`src/hsd_map.svh`:
```
// hsd_map.svh : offsets, field positions, reset values and timing counts
// assumes inclusion by the package and both design modules only
`ifndef HSD_MAP_SVH
`define HSD_MAP_SVH

// ****************************************
// register offsets
// ****************************************
`define HSD_ADDR_CONF0   4'h0
`define HSD_ADDR_CONF1   4'h1
`define HSD_ADDR_GCR     4'h2
`define HSD_ADDR_OCR     4'h3
`define HSD_ADDR_FAULT0  4'h4
`define HSD_ADDR_FAULT1  4'h5
`define HSD_ADDR_STAT    4'h6

// ****************************************
// field positions and reset values
// ****************************************
`define HSD_CONF_DIRDIS  5
`define HSD_CONF_OSDIS   6
`define HSD_CONF_OFFDIS  7
`define HSD_CONF_ONDIS   8
`define HSD_CONF_FAST    0
`define HSD_CONF_INTPWM  1
`define HSD_CONF_MOTOR   2
`define HSD_GCR_SEL0     0
`define HSD_GCR_SEL1     1
`define HSD_GCR_TH       2
`define HSD_OCR_LOWRAT   0
`define HSD_FLT_OS       0
`define HSD_FLT_OFF      1
`define HSD_FLT_ON       2
`define HSD_CONF_RST     16'h0000
`define HSD_GCR_RST      16'h0000
`define HSD_OCR_RST      16'h0000

// ****************************************
// timing
// ****************************************
`define HSD_CLK_HZ       50000000
`define HSD_OLLED_MS     150
`define HSD_OLLED_CYC    ((`HSD_CLK_HZ / 1000) * `HSD_OLLED_MS)
`define HSD_SETTLE_US    10
`define HSD_SETTLE_CYC   ((`HSD_CLK_HZ / 1000000) * `HSD_SETTLE_US)

`endif

```
`src/hsd_pkg.sv`:
```
// hsd_pkg.sv : types shared by the diagnostic block
// assumes hsd_map.svh is on the include path
`include "hsd_map.svh"
package hsd_pkg;
  typedef logic [15:0] hsd_word_t;
  typedef logic [9:0]  hsd_sense_t;
  typedef enum logic [1:0] {
    HSD_SNS_OFF,
    HSD_SNS_SETTLE,
    HSD_SNS_VALID
  } hsd_sns_state_t;
endpackage

```
`src/hsd_chan.sv`:
```
// hsd_chan.sv : per-channel fault latching and open-load-on scheduling
// assumes inputs synchronous to clock, one-cycle read pulse
`timescale 1ns/10ps
`include "hsd_map.svh"
module hsd_chan
  import hsd_pkg::*;
#(
  parameter int unsigned OLLED_CYC = `HSD_OLLED_CYC
) (
  // clock and reset
  input  wire logic       clock,
  input  wire logic       rst_sync_n,
  // channel state and analog comparators
  input  wire logic       chan_on,
  input  wire logic       os_cmp,
  input  wire logic       olf_cmp,
  input  wire logic       oln_cmp,
  // configuration
  input  wire hsd_word_t  conf,
  input  wire logic       low_ratio,
  // software read of this fault register
  input  wire logic       fault_rd,
  // results
  output logic [2:0]      fault_reg,
  output logic            live_fault
);
  logic        on_d_reg;
  logic [31:0] per_cnt_reg;
  logic        clean_reg;
  logic        off_edge;
  logic        per_due;
  logic        ln_chk;
  logic        os_live;
  logic        off_live;
  logic        on_live;
  logic        oln_d_reg;
  logic        oln_seen;

  assign off_edge = on_d_reg & ~chan_on;
  assign per_due  = per_cnt_reg >= OLLED_CYC;
  // at an off edge the comparator already sees a dead output, so the
  // check uses the level from the last on cycle instead
  assign oln_seen = chan_on ? oln_cmp : oln_d_reg;

  // low-ratio check instant; direct input only checks on a real off edge
  always_comb begin
    if (conf[`HSD_CONF_INTPWM] || conf[`HSD_CONF_DIRDIS])
      ln_chk = per_due & (off_edge | chan_on);
    else
      ln_chk = off_edge;
    ln_chk = ln_chk & conf[`HSD_CONF_FAST] & low_ratio;
  end

  // live detections, each gated by its disable bit
  assign os_live  = ~chan_on & os_cmp & ~conf[`HSD_CONF_OSDIS];
  assign off_live = ~chan_on & olf_cmp & ~conf[`HSD_CONF_OFFDIS];
  assign on_live  = ~conf[`HSD_CONF_ONDIS] & oln_seen &
                    (low_ratio ? ln_chk : chan_on);
  assign live_fault = os_live | off_live |
                      (on_live & ~low_ratio);

  // edge tracking and 150 ms period counter
  always_ff @(posedge clock or negedge rst_sync_n) begin
    if (!rst_sync_n) begin
      on_d_reg    <= 1'b0;
      oln_d_reg   <= 1'b0;
      per_cnt_reg <= 32'h0;
    end else begin
      on_d_reg  <= chan_on;
      oln_d_reg <= oln_cmp;
      if (ln_chk)
        per_cnt_reg <= 32'h0;
      else if (!per_due)
        per_cnt_reg <= per_cnt_reg + 32'h1;
    end
  end

  // sticky fault bits; a new detection beats the read clear
  always_ff @(posedge clock or negedge rst_sync_n) begin
    if (!rst_sync_n) begin
      fault_reg <= 3'h0;
      clean_reg <= 1'b0;
    end else begin
      if (ln_chk)
        clean_reg <= ~oln_seen;
      else if (fault_rd)
        clean_reg <= 1'b0;
      if (os_live)
        fault_reg[`HSD_FLT_OS] <= 1'b1;
      else if (fault_rd)
        fault_reg[`HSD_FLT_OS] <= 1'b0;
      if (off_live)
        fault_reg[`HSD_FLT_OFF] <= 1'b1;
      else if (fault_rd)
        fault_reg[`HSD_FLT_OFF] <= 1'b0;
      if (on_live)
        fault_reg[`HSD_FLT_ON] <= 1'b1;
      else if (fault_rd && low_ratio && clean_reg)
        fault_reg[`HSD_FLT_ON] <= 1'b0;
      else if (fault_rd && !low_ratio && (!chan_on || !oln_cmp))
        fault_reg[`HSD_FLT_ON] <= 1'b0;
    end
  end

  // ****************************************
  // assertions
  // ****************************************
  property p_os_sets;
    @(posedge clock) disable iff (!rst_sync_n)
      os_live |=> fault_reg[`HSD_FLT_OS];
  endproperty
  a_os_sets: assert property (p_os_sets)
    else $error("short fault bit not set");

  property p_os_only_off;
    @(posedge clock) disable iff (!rst_sync_n)
      chan_on |-> !os_live;
  endproperty
  a_os_only_off: assert property (p_os_only_off)
    else $error("short detected while on");

  property p_os_hold;
    @(posedge clock) disable iff (!rst_sync_n)
      fault_reg[`HSD_FLT_OS] && !fault_rd |=> fault_reg[`HSD_FLT_OS];
  endproperty
  a_os_hold: assert property (p_os_hold)
    else $error("short bit cleared without read");

  property p_off_hold;
    @(posedge clock) disable iff (!rst_sync_n)
      fault_reg[`HSD_FLT_OFF] && !fault_rd |=> fault_reg[`HSD_FLT_OFF];
  endproperty
  a_off_hold: assert property (p_off_hold)
    else $error("open-load-off bit cleared without read");

  property p_dis;
    @(posedge clock) disable iff (!rst_sync_n)
      conf[`HSD_CONF_OSDIS] && conf[`HSD_CONF_OFFDIS] &&
      conf[`HSD_CONF_ONDIS] |-> !live_fault;
  endproperty
  a_dis: assert property (p_dis)
    else $error("fault pin with detection disabled");

  property p_slow;
    @(posedge clock) disable iff (!rst_sync_n)
      low_ratio && !conf[`HSD_CONF_FAST] |-> !ln_chk;
  endproperty
  a_slow: assert property (p_slow)
    else $error("low ratio check with slow slew");
endmodule // hsd_chan

```
`src/hsd_diag.sv`:
```
// hsd_diag.sv : diagnostics and current-sense control for two channels
// assumes synchronous inputs and a one-cycle-latency register port
`timescale 1ns/10ps
`include "hsd_map.svh"
module hsd_diag
  import hsd_pkg::*;
#(
  parameter int unsigned OLLED_CYC = `HSD_OLLED_CYC
) (
  // clock and reset
  input  wire logic        clock,
  input  wire logic        rst_n,
  // register port
  input  wire logic [3:0]  reg_addr,
  input  wire hsd_word_t   reg_wdata,
  input  wire logic        reg_wr,
  input  wire logic        reg_rd,
  output hsd_word_t        reg_rdata,
  // channel status and retry events
  input  wire logic [1:0]  chan_on,
  input  wire logic [1:0]  retry_evt,
  input  wire logic [1:0]  oc_now,
  // analog comparators
  input  wire logic [1:0]  os_cmp,
  input  wire logic [1:0]  olf_cmp,
  input  wire logic [1:0]  oln_cmp,
  // sense sources
  input  wire hsd_sense_t  cur0,
  input  wire hsd_sense_t  cur1,
  input  wire hsd_sense_t  temp,
  // outputs
  output logic             fault_flag_out_n,
  output logic             sense_valid_n,
  output hsd_sense_t       sense_out,
  output logic             oc_low_thresh,
  output logic [1:0]       oc_dur_clr
);
  logic           rs1_reg;
  logic           rst_sync_n;
  hsd_word_t      conf_reg [2];
  hsd_word_t      gcr_reg;
  hsd_word_t      ocr_reg;
  logic [2:0]     fault_w  [2];
  logic [1:0]     live_w;
  logic [1:0]     on_d_reg;
  logic [1:0]     clean_per_reg;
  logic [1:0]     off_edge;
  hsd_sns_state_t sns_reg;
  logic [15:0]    settle_reg;
  hsd_sense_t     hold_reg;
  hsd_sense_t     sel_cur;
  logic           sel_on;
  logic           sel_ch;

  // ****************************************
  // reset release
  // ****************************************
  // two stages so release never races the clock edge
  always_ff @(posedge clock or negedge rst_n) begin
    if (!rst_n) begin
      rs1_reg    <= 1'b0;
      rst_sync_n <= 1'b0;
    end else begin
      rs1_reg    <= 1'b1;
      rst_sync_n <= rs1_reg;
    end
  end

  // ****************************************
  // register port
  // ****************************************
  function automatic logic is_addr(input logic [3:0] a, input logic [3:0] b);
    return a == b;
  endfunction

  // configuration writes
  always_ff @(posedge clock or negedge rst_sync_n) begin
    if (!rst_sync_n) begin
      conf_reg[0] <= `HSD_CONF_RST;
      conf_reg[1] <= `HSD_CONF_RST;
      gcr_reg     <= `HSD_GCR_RST;
      ocr_reg     <= `HSD_OCR_RST;
    end else if (reg_wr) begin
      if (is_addr(reg_addr, `HSD_ADDR_CONF0)) conf_reg[0] <= reg_wdata;
      if (is_addr(reg_addr, `HSD_ADDR_CONF1)) conf_reg[1] <= reg_wdata;
      if (is_addr(reg_addr, `HSD_ADDR_GCR))   gcr_reg     <= reg_wdata;
      if (is_addr(reg_addr, `HSD_ADDR_OCR))   ocr_reg     <= reg_wdata;
    end
  end

  // read data one cycle after the strobe, zero for unmapped offsets
  always_ff @(posedge clock or negedge rst_sync_n) begin
    if (!rst_sync_n)
      reg_rdata <= 16'h0;
    else if (reg_rd) begin
      case (reg_addr)
        `HSD_ADDR_CONF0:  reg_rdata <= conf_reg[0];
        `HSD_ADDR_CONF1:  reg_rdata <= conf_reg[1];
        `HSD_ADDR_GCR:    reg_rdata <= gcr_reg;
        `HSD_ADDR_OCR:    reg_rdata <= ocr_reg;
        `HSD_ADDR_FAULT0: reg_rdata <= {13'h0, fault_w[0]};
        `HSD_ADDR_FAULT1: reg_rdata <= {13'h0, fault_w[1]};
        `HSD_ADDR_STAT:   reg_rdata <= {12'h0, live_w, chan_on};
        default:          reg_rdata <= 16'h0;
      endcase
    end else
      reg_rdata <= 16'h0;
  end

  // ****************************************
  // per-channel diagnostics
  // ****************************************
  for (genvar c = 0; c < 2; c++) begin : g_ch
    hsd_chan #(
      .OLLED_CYC (OLLED_CYC)
    ) u_chan (
      .clock      (clock),
      .rst_sync_n (rst_sync_n),
      .chan_on    (chan_on[c]),
      .os_cmp     (os_cmp[c]),
      .olf_cmp    (olf_cmp[c]),
      .oln_cmp    (oln_cmp[c]),
      .conf       (conf_reg[c]),
      .low_ratio  (ocr_reg[`HSD_OCR_LOWRAT]),
      .fault_rd   (reg_rd & is_addr(reg_addr, 4'(`HSD_ADDR_FAULT0 + c))),
      .fault_reg  (fault_w[c]),
      .live_fault (live_w[c])
    );
  end

  // fault pin only follows live conditions, never turns channels off
  assign fault_flag_out_n = ~|live_w;

  // ****************************************
  // overcurrent duration counter clear
  // ****************************************
  assign off_edge = on_d_reg & ~chan_on;

  // track whether the present on period stayed free of overcurrent
  always_ff @(posedge clock or negedge rst_sync_n) begin
    if (!rst_sync_n) begin
      on_d_reg      <= 2'h0;
      clean_per_reg <= 2'h3;
    end else begin
      on_d_reg <= chan_on;
      for (int i = 0; i < 2; i++) begin
        if (oc_now[i])
          clean_per_reg[i] <= 1'b0;
        else if (off_edge[i])
          clean_per_reg[i] <= 1'b1;
      end
    end
  end

  // lighting clears at each retry, motor at first clean off edge
  always_comb begin
    for (int i = 0; i < 2; i++) begin
      if (conf_reg[i][`HSD_CONF_MOTOR])
        oc_dur_clr[i] = off_edge[i] & clean_per_reg[i] & ~oc_now[i];
      else
        oc_dur_clr[i] = retry_evt[i];
    end
  end

  assign oc_low_thresh = ocr_reg[`HSD_OCR_LOWRAT];

  // ****************************************
  // current sense
  // ****************************************
  assign sel_ch  = gcr_reg[`HSD_GCR_SEL1];
  assign sel_on  = chan_on[sel_ch];
  assign sel_cur = sel_ch ? cur1 : cur0;

  // settle timer and sense-valid state
  always_ff @(posedge clock or negedge rst_sync_n) begin
    if (!rst_sync_n) begin
      sns_reg    <= HSD_SNS_OFF;
      settle_reg <= 16'h0;
    end else begin
      case (sns_reg)
        HSD_SNS_OFF: begin
          settle_reg <= 16'h0;
          if (sel_on) sns_reg <= HSD_SNS_SETTLE;
        end
        HSD_SNS_SETTLE: begin
          settle_reg <= settle_reg + 16'h1;
          if (!sel_on)
            sns_reg <= HSD_SNS_OFF;
          else if (settle_reg == 16'(`HSD_SETTLE_CYC - 1))
            sns_reg <= HSD_SNS_VALID;
        end
        HSD_SNS_VALID: begin
          if (!sel_on) sns_reg <= HSD_SNS_OFF;
        end
        default: sns_reg <= HSD_SNS_OFF;
      endcase
    end
  end

  // sample while tracking, freeze at switch-off
  always_ff @(posedge clock or negedge rst_sync_n) begin
    if (!rst_sync_n)
      hold_reg <= 10'h0;
    else if (sel_on)
      hold_reg <= sel_cur;
  end

  assign sense_valid_n = ~(sns_reg == HSD_SNS_VALID);

  // output mux: temperature, live current, held or nothing
  always_ff @(posedge clock or negedge rst_sync_n) begin
    if (!rst_sync_n)
      sense_out <= 10'h0;
    else if (gcr_reg[`HSD_GCR_SEL0] && gcr_reg[`HSD_GCR_SEL1])
      sense_out <= temp;
    else if (!(gcr_reg[`HSD_GCR_SEL0] ^ gcr_reg[`HSD_GCR_SEL1]))
      sense_out <= 10'h0;
    else if (sel_on)
      sense_out <= sel_cur;
    else if (gcr_reg[`HSD_GCR_TH])
      sense_out <= hold_reg;
    else
      sense_out <= 10'h0;
  end

  // ****************************************
  // assertions
  // ****************************************
  property p_light_clr;
    @(posedge clock) disable iff (!rst_sync_n)
      retry_evt[0] && !conf_reg[0][`HSD_CONF_MOTOR] |-> oc_dur_clr[0];
  endproperty
  a_light_clr: assert property (p_light_clr)
    else $error("lighting retry did not clear duration");

  property p_motor_clr;
    @(posedge clock) disable iff (!rst_sync_n)
      conf_reg[0][`HSD_CONF_MOTOR] && oc_dur_clr[0] |-> !chan_on[0];
  endproperty
  a_motor_clr: assert property (p_motor_clr)
    else $error("motor clear outside off edge");

  property p_sync_off;
    @(posedge clock) disable iff (!rst_sync_n)
      !gcr_reg[`HSD_GCR_TH] && (gcr_reg[1:0] == 2'h1) && !chan_on[0]
      ##1 !chan_on[0] && $stable(gcr_reg) |-> sense_out == 10'h0;
  endproperty
  a_sync_off: assert property (p_sync_off)
    else $error("sense current after turn-off in sync mode");

  property p_valid_off;
    @(posedge clock) disable iff (!rst_sync_n)
      !sel_on |=> sense_valid_n;
  endproperty
  a_valid_off: assert property (p_valid_off)
    else $error("sense valid held after switch-off");

  property p_ratio;
    @(posedge clock) disable iff (!rst_sync_n)
      reg_wr && is_addr(reg_addr, `HSD_ADDR_OCR) |=>
      oc_low_thresh == $past(reg_wdata[`HSD_OCR_LOWRAT]);
  endproperty
  a_ratio: assert property (p_ratio)
    else $error("low threshold does not follow ratio");

  // configuration and fault read-back
  property p_conf_wr;
    @(posedge clock) disable iff (!rst_sync_n)
      reg_wr && is_addr(reg_addr, `HSD_ADDR_CONF0) |=>
      conf_reg[0] == $past(reg_wdata);
  endproperty
  a_conf_wr: assert property (p_conf_wr)
    else $error("configuration write lost");

  property p_fault_rd;
    @(posedge clock) disable iff (!rst_sync_n)
      reg_rd && is_addr(reg_addr, `HSD_ADDR_FAULT0) |=>
      reg_rdata == {13'h0, $past(fault_w[0])};
  endproperty
  a_fault_rd: assert property (p_fault_rd)
    else $error("fault register read-back wrong");

  // duration clear only where the profile allows it
  property p_motor_oc;
    @(posedge clock) disable iff (!rst_sync_n)
      conf_reg[0][`HSD_CONF_MOTOR] && oc_now[0] |-> !oc_dur_clr[0];
  endproperty
  a_motor_oc: assert property (p_motor_oc)
    else $error("motor clear during overcurrent");

  property p_light_quiet;
    @(posedge clock) disable iff (!rst_sync_n)
      !conf_reg[0][`HSD_CONF_MOTOR] && !retry_evt[0] |-> !oc_dur_clr[0];
  endproperty
  a_light_quiet: assert property (p_light_quiet)
    else $error("lighting clear without retry");

  // sense routing
  property p_temp;
    @(posedge clock) disable iff (!rst_sync_n)
      gcr_reg[1:0] == 2'h3 |=> sense_out == $past(temp);
  endproperty
  a_temp: assert property (p_temp)
    else $error("temperature not routed");

  property p_none;
    @(posedge clock) disable iff (!rst_sync_n)
      gcr_reg[1:0] == 2'h0 |=> sense_out == 10'h0;
  endproperty
  a_none: assert property (p_none)
    else $error("sense output without selection");

  property p_sync_on;
    @(posedge clock) disable iff (!rst_sync_n)
      gcr_reg[1:0] == 2'h1 && chan_on[0] |=> sense_out == $past(cur0);
  endproperty
  a_sync_on: assert property (p_sync_on)
    else $error("channel 0 current not routed");

  property p_th_capture;
    @(posedge clock) disable iff (!rst_sync_n)
      gcr_reg[2:0] == 3'h5 && chan_on[0]
      ##1 gcr_reg[2:0] == 3'h5 && !chan_on[0] |=>
      sense_out == $past(cur0, 2);
  endproperty
  a_th_capture: assert property (p_th_capture)
    else $error("held sample is not the pre-off value");

  // sense-valid timing
  property p_valid_rise;
    @(posedge clock) disable iff (!rst_sync_n)
      $fell(sense_valid_n) |-> settle_reg == 16'(`HSD_SETTLE_CYC);
  endproperty
  a_valid_rise: assert property (p_valid_rise)
    else $error("sense valid before settling time");

  property p_valid_hold;
    @(posedge clock) disable iff (!rst_sync_n)
      !sense_valid_n && sel_on |=> !sense_valid_n;
  endproperty
  a_valid_hold: assert property (p_valid_hold)
    else $error("sense valid dropped while on");
endmodule // hsd_diag

```
`config.mk`:
```
export PLATFORM = sky130hd
export DESIGN_NAME = hsd_diag
export DESIGN_NICKNAME = d
export VERILOG_FILES = /design/src/hsd_pkg.sv /design/src/hsd_chan.sv /design/src/hsd_diag.sv
export VERILOG_INCLUDE_DIRS = /design/src
export SDC_FILE = /design/constraint.sdc
export NUM_CORES = 1
export LEC_CHECK = 0
export ABC_AREA = 1
export BUFFER_PORTS_ARGS = -buffer_cell sky130_fd_sc_hd__buf_2
export CORE_UTILIZATION = 55
export CTS_BUF_LIST = sky130_fd_sc_hd__clkbuf_16
export CTS_CLUSTER_SIZE = 12
export DETAILED_ROUTE_END_ITERATION = 7
export PLACE_DENSITY = 0.86
export SYNTH_ARGS = -nofsm -noshare
export SYNTH_HDL_FRONTEND = slang
export SYNTH_SLANG_ARGS = --single-unit
```
`constraint.sdc`:
```
create_clock -name clock -period 11.85 [get_ports clock]
set_input_delay 0.5925 -clock clock [delete_from_list [all_inputs] [get_ports clock]]
set_output_delay 0.5925 -clock clock [all_outputs]
set_load 0.005 [all_outputs]
```
[Word-level counts from Yosys, hierarchy flattened]
Index checks and enable logic that the tools add are counted.
Word-level totals
  logic and storage cells: 182
  output and inout bits: 31
  register bits: 200
  input port bits: 66
Operators by class
  reductions and logical operators: 38
  mux-type cells: 45
  add/subtract/negate cells: 3
  order comparisons: 3
  bitwise operators: 51
  equal/unequal tests: 14
Operator list (count)
  $mux W32: 4
  $pmux W16 S7: 1
  $add A32 B1 Y32 const B: 2
  $ge A32 B23 Y1 const B: 2
  $mux W10: 5
  $pmux W16 S2: 1
  $and A1 B1 Y1: 28
  $mux W1: 28
  $reduce_bool A2 Y1: 9
  $add A16 B1 Y16 const B: 1
  $eq A16 B9 Y1 const B: 1
  $mux W16: 1
  $not A1 Y1: 14
  $eq A4 B3 Y1 const B: 3
  $logic_and A1 B1 Y1: 9
  $eq A4 B2 Y1 const B: 2
  $mux W2: 4
  $ne A2 B2 Y1 const B: 4
  $reduce_and A2 Y1: 4
  $logic_not A1 Y1: 6
  $or A1 B1 Y1: 6
  $pmux W2 S3: 1
  $reduce_bool A3 Y1: 2
  $eq A4 B1 Y1 const B: 1
  other kinds (12): 15

[Depth between registers and ports, before layout]
  depth after elaboration: 13
  mapped depth: 13
  mapped depth without buffers: 13

[Cells and area by module]
Synthesis repeated with hierarchy kept, for this count alone.
Second synthesis, totals
  cell total of the unflattened synthesis: 1278
  area, all modules: 10173.5 µm²
Modules (own cells, without submodules)
  hsd_diag: seq. area each 3105.5 µm², times used 1, cells each 686, area an instance 5611.6 µm²
  hsd_chan: seq. area each 950.9 µm², times used 2, cells each 296, area an instance 2280.9 µm²

[Worst setup path before layout]
Ideal clock, no wire load.
  path kind: register to output
  start: register g_ch[1].u_chan.per_cnt_reg[18]
  end: output fault_flag_out_n
  path buffers: 0
  data arrival time: 1.329 ns
  path slack: 9.929 ns
  cell stages (with the launch flop): 12
  data required time: 11.257 ns
  cells stage by stage: dfrtp_1 > nor2_2 > nand2_1 > inv_1 > nor2_1 > nor2_4 > nand3_1 > nand2_2 > nand2_1 > nand3_1 > nand2_1 > nor2_1
Between the ends
  word-level cells in the longest chain between the ends: 11
Ends and longest elaborated chain
  start, declared: line hsd_chan.sv:28  | logic [31:0] per_cnt_reg;
  start signal, assigned: line hsd_chan.sv:74  | per_cnt_reg <= per_cnt_reg + 32'h1;
  $ge A32 B23 Y1: line hsd_chan.sv:40  | assign per_due = per_cnt_reg >= OLLED_CYC;
  $and A1 B1 Y1: line hsd_chan.sv:48  | ln_chk = per_due & (off_edge | chan_on);
  $mux W1: line hsd_chan.sv:47  | if (conf[`HSD_CONF_INTPWM] || conf[`HSD_CONF_DIRDIS])
  $and A1 B1 Y1 (2 in series): line hsd_chan.sv:51  | ln_chk = ln_chk & conf[`HSD_CONF_FAST] & low_ratio;
  $mux W1: line hsd_chan.sv:58  | (low_ratio ? ln_chk : chan_on);
  $and A1 B1 Y1: line hsd_chan.sv:57  | assign on_live = ~conf[`HSD_CONF_ONDIS] & oln_seen &
  $and A1 B1 Y1: line hsd_chan.sv:60  | (on_live & ~low_ratio);
  $or A1 B1 Y1: line hsd_chan.sv:59  | assign live_fault = os_live | off_live |
  $reduce_or A2 Y1: line hsd_diag.sv:132  | assign fault_flag_out_n = ~|live_w;
  $logic_not A1 Y1: line hsd_diag.sv:132
  end, declared: line hsd_diag.sv:32  | output logic fault_flag_out_n,
Every way passes these cells.

[Worst setup path after layout]
  start: register g_ch[0].u_chan.per_cnt_reg[7]
  end: output fault_flag_out_n
Between the ends
  word-level cells in the longest chain between the ends: 11
Ends and longest elaborated chain (line)
  start, declared: hsd_chan.sv:28
  start signal, assigned: hsd_chan.sv:74
  $ge A32 B23 Y1: hsd_chan.sv:40
  $and A1 B1 Y1: hsd_chan.sv:48
  $mux W1: hsd_chan.sv:47
  $and A1 B1 Y1 (2 in series): hsd_chan.sv:51
  $mux W1: hsd_chan.sv:58
  $and A1 B1 Y1: hsd_chan.sv:57
  $and A1 B1 Y1: hsd_chan.sv:60
  $or A1 B1 Y1: hsd_chan.sv:59
  $reduce_or A2 Y1: hsd_diag.sv:132
  $logic_not A1 Y1: hsd_diag.sv:132
Every way passes these cells.

==> reports/qor.txt <==
Seq/Total Area, Yosys: 53.7%
DRC: 0
clock tree sinks: 198
Max-Cap Viols: 0
Core Box Area: 0.0161 mm^2
HP Class: input pin to register
Die Height: 132 um
DRT iter0 DRCs: 701
Fin Setup TNS: 0 ns
Die X: 132 um
Final period util: 26.0%
critical path class: register to primary output
area occupied by multi-input gates: 0.00354 mm^2
Worst VDD drop: 0.131 mV
count of buffers from port buffering: 96
fmax: 325 MHz
Final Max Tran Viols: 0
commonest non-fill, non-tap cells in the layout: nand2_1 (245), dfrtp_1 (195), inv_1 (141), o21ai_0 (113), nor2_1 (112)
nets@finish: 1260
PostCTS Resize Cnt: 0
number of CTS-inserted buffers: 17
final-report setup violation count: 0
Post-synth EDFFs: 0
I/O pins: 97
skew final: 0.0111 ns
routed length per instance: 15.7 um
Starting Density: 57.3%
vias in the first global route: 7935
drt first pass iters: 5
first-pass GRT wire length: 38000 um
overall routed net length: 22300 um
Cell variety after synth: 49
Congestion Overflow GR: 0
setup ws final: 8.77 ns
FILL cells: 1309
CTS tree: built
worst hold slack: 0.280 ns
layout cells sized above 1: 14.2%
Area Overhead vs Synth: 13.4%
Critical Path Sink Type: primary output
dpl cell area: 0.00984 mm^2
Rel. slew slack: 32.0%
Cell Rows: 46
global-route total usage across every layer: 27.3%
routed vias: 8034
cell area after layout: 0.0105 mm^2
most common library cell in the layout ignoring fill and taps: nand2_1
Final Hold Vio Count: 0
run status: finished clean
Post-Syn Nets: 1172
measured slew at the worst slew-check pin: 1.02 ns
post-layout min period: 3.08 ns
RD Place Congestion: 0.901
vias per inst: 5.66
pwr/cell area: 171 mW/mm^2
Synth warnings: 0
Max FO, Critical Path: 21
LEAKAGE: 5.10 nW
Yosys reg bits: 198
Startpoint Class: register
initial antenna violation count: 2
die area: 0.0173 mm^2
clock buffer depth: 2
post-layout util: 64.9%
Mapped Cells: 1100
crit path DAT: 2.49 ns
Worst-path clk slew: 0.07 ns
max reg flops: 64
RSZ-0062 raised after global routing: no
register cell area after layout: 0.00496 mm^2
clk_lat worst skew: 0.44 ns
pre-CTS setup slack: 8.83 ns
H-tree lvl count: 4
HPWL after DPL: 15000 um
Clock Tree Root: clkbuf_16
antenna-violating nets left: 0
Mapped Area: 0.00923 mm^2
largest net degree at the start of global routing: 71
syn_area_per_cell: 8.39 um^2
async set-reset flop share out of synthesis: 100%
CP required: 11.26 ns
Primary FF master, synth: dfrtp_1
synth_stat cells (5+ instances only):
cell type | number | area share, %
nand2_1 | 245 | 10
dfrtp_1 | 196 | 53
inv_1 | 140 | 5.7
o21ai_0 | 113 | 6.1
nor2_1 | 112 | 4.6
nand3_1 | 56 | 3.0
a21oi_1 | 49 | 2.7
nor3_1 | 21 | 1.1
clkbuf_1 | 18 | 0.73
a221oi_1 | 13 | 1.2
a22o_1 | 11 | 1.0
nand4_1 | 11 | 0.75
nand2_2 | 9 | 0.61
a211oi_1 | 8 | 0.65
nor2_4 | 8 | 0.98
nor4_1 | 8 | 0.54
o22ai_1 | 7 | 0.47
buf_2 | 6 | 0.33
ha_1 | 6 | 0.81
inv_2 | 6 | 0.24
o21ai_1 | 6 | 0.33
a31oi_1 | 5 | 0.34
cell families (layout without fill, tap and decap cells):
family,after synthesis,in the layout,synth area share [%]
other,1,3,0.0406
AND/OR/NAND/NOR,486,486,23.1
adder cells (fa/ha/maj),6,6,0.814
XOR/XNOR,2,2,0.190
flip-flops,198,198,53.7
AO/OA/AOI/OAI,226,226,14.2
buffers and inverters,181,282,7.88
timing repair:
action / CTS / global route
endpoints found under the hold margin: 2 / 0
hold buffers: 1 / 0
buffers inserted: 0 / 0
per-stage QoR:
step | total power, mW | instances
6_report | 1.79 | 1419
5_1_grt | 1.89 | 1419
4_1_cts | 1.80 | 1417
3_5_place_dp | 1.20 | 1384
3_3_place_gp | 1.18 | 1384
2_1_floorplan | 1.10 | 1100
where the power goes:
group          leakage [nW]  total [mW]  internal, mW  switching, mW
clock network         0.296       0.592         0.334          0.258
registers              2.56       0.888         0.800         0.0880
logic                  2.24       0.313         0.114          0.199
total                  5.10        1.79          1.25          0.545
worst max-delay path, stage by stage, from the launching register on:
cell and delay, ns:
dfrtp_1 0.44, nand3_1 0.17, nand3_1 0.09, nand2_1 0.07, nand2_1 0.06, nand2_1 0.15, nand3_1 0.12, nand2_2 0.33
nand2_1 0.12, nand3_1 0.09, nand2_1 0.07, nor2_1 0.18, buf_2 0.15
final timing paths:
check / depth (start not counted) / start / slack, ns / endpoint
min in group asynchronous: 0 / rst_sync_n / 0.38 / ocr_reg[11]
max: 12 / g_ch[0].u_chan.per_cnt_reg[7] / 8.77 / fault_flag_out_n
min: 2 / oc_now[1] / 0.28 / clean_per_reg[1]
max reg2reg: 10 / g_ch[0].u_chan.per_cnt_reg[7] / 9.72 / g_ch[0].u_chan.per_cnt_reg[15]
min reg2reg: 0 / rs1_reg / 0.36 / rst_sync_n
max in group asynchronous: 1 / rst_sync_n / 10.10 / g_ch[0].u_chan.per_cnt_reg[16]
final cells by class:
type / count / area share (%)
inverters: 150 / 5.41
repair buffers: 100 / 4.90
diodes: 2 / 0.0478
well taps: 216 / 2.58
clock buffers: 17 / 4.07
flip-flops and latches: 198 / 47.4
clock inverters: 15 / 1.69
multi-input cells: 721 / 33.9
metal layers:
| metal | up-vias | track usage (%) | part of all wire, % | wire length (um) |
|---|---|---|---|---|
| li1 | 3771 | - | - | - |
| met5 | - | 0 | 0 | 0 |
| met2 | 315 | 44.9 | 50 | 11100 |
| met3 | 69 | 5.36 | 6.1 | 1360 |
| met4 | 0 | 12.1 | 3.6 | 798 |
| met1 | 3879 | 35.1 | 41 | 9100 |
(Power assumes the default switching activity.)
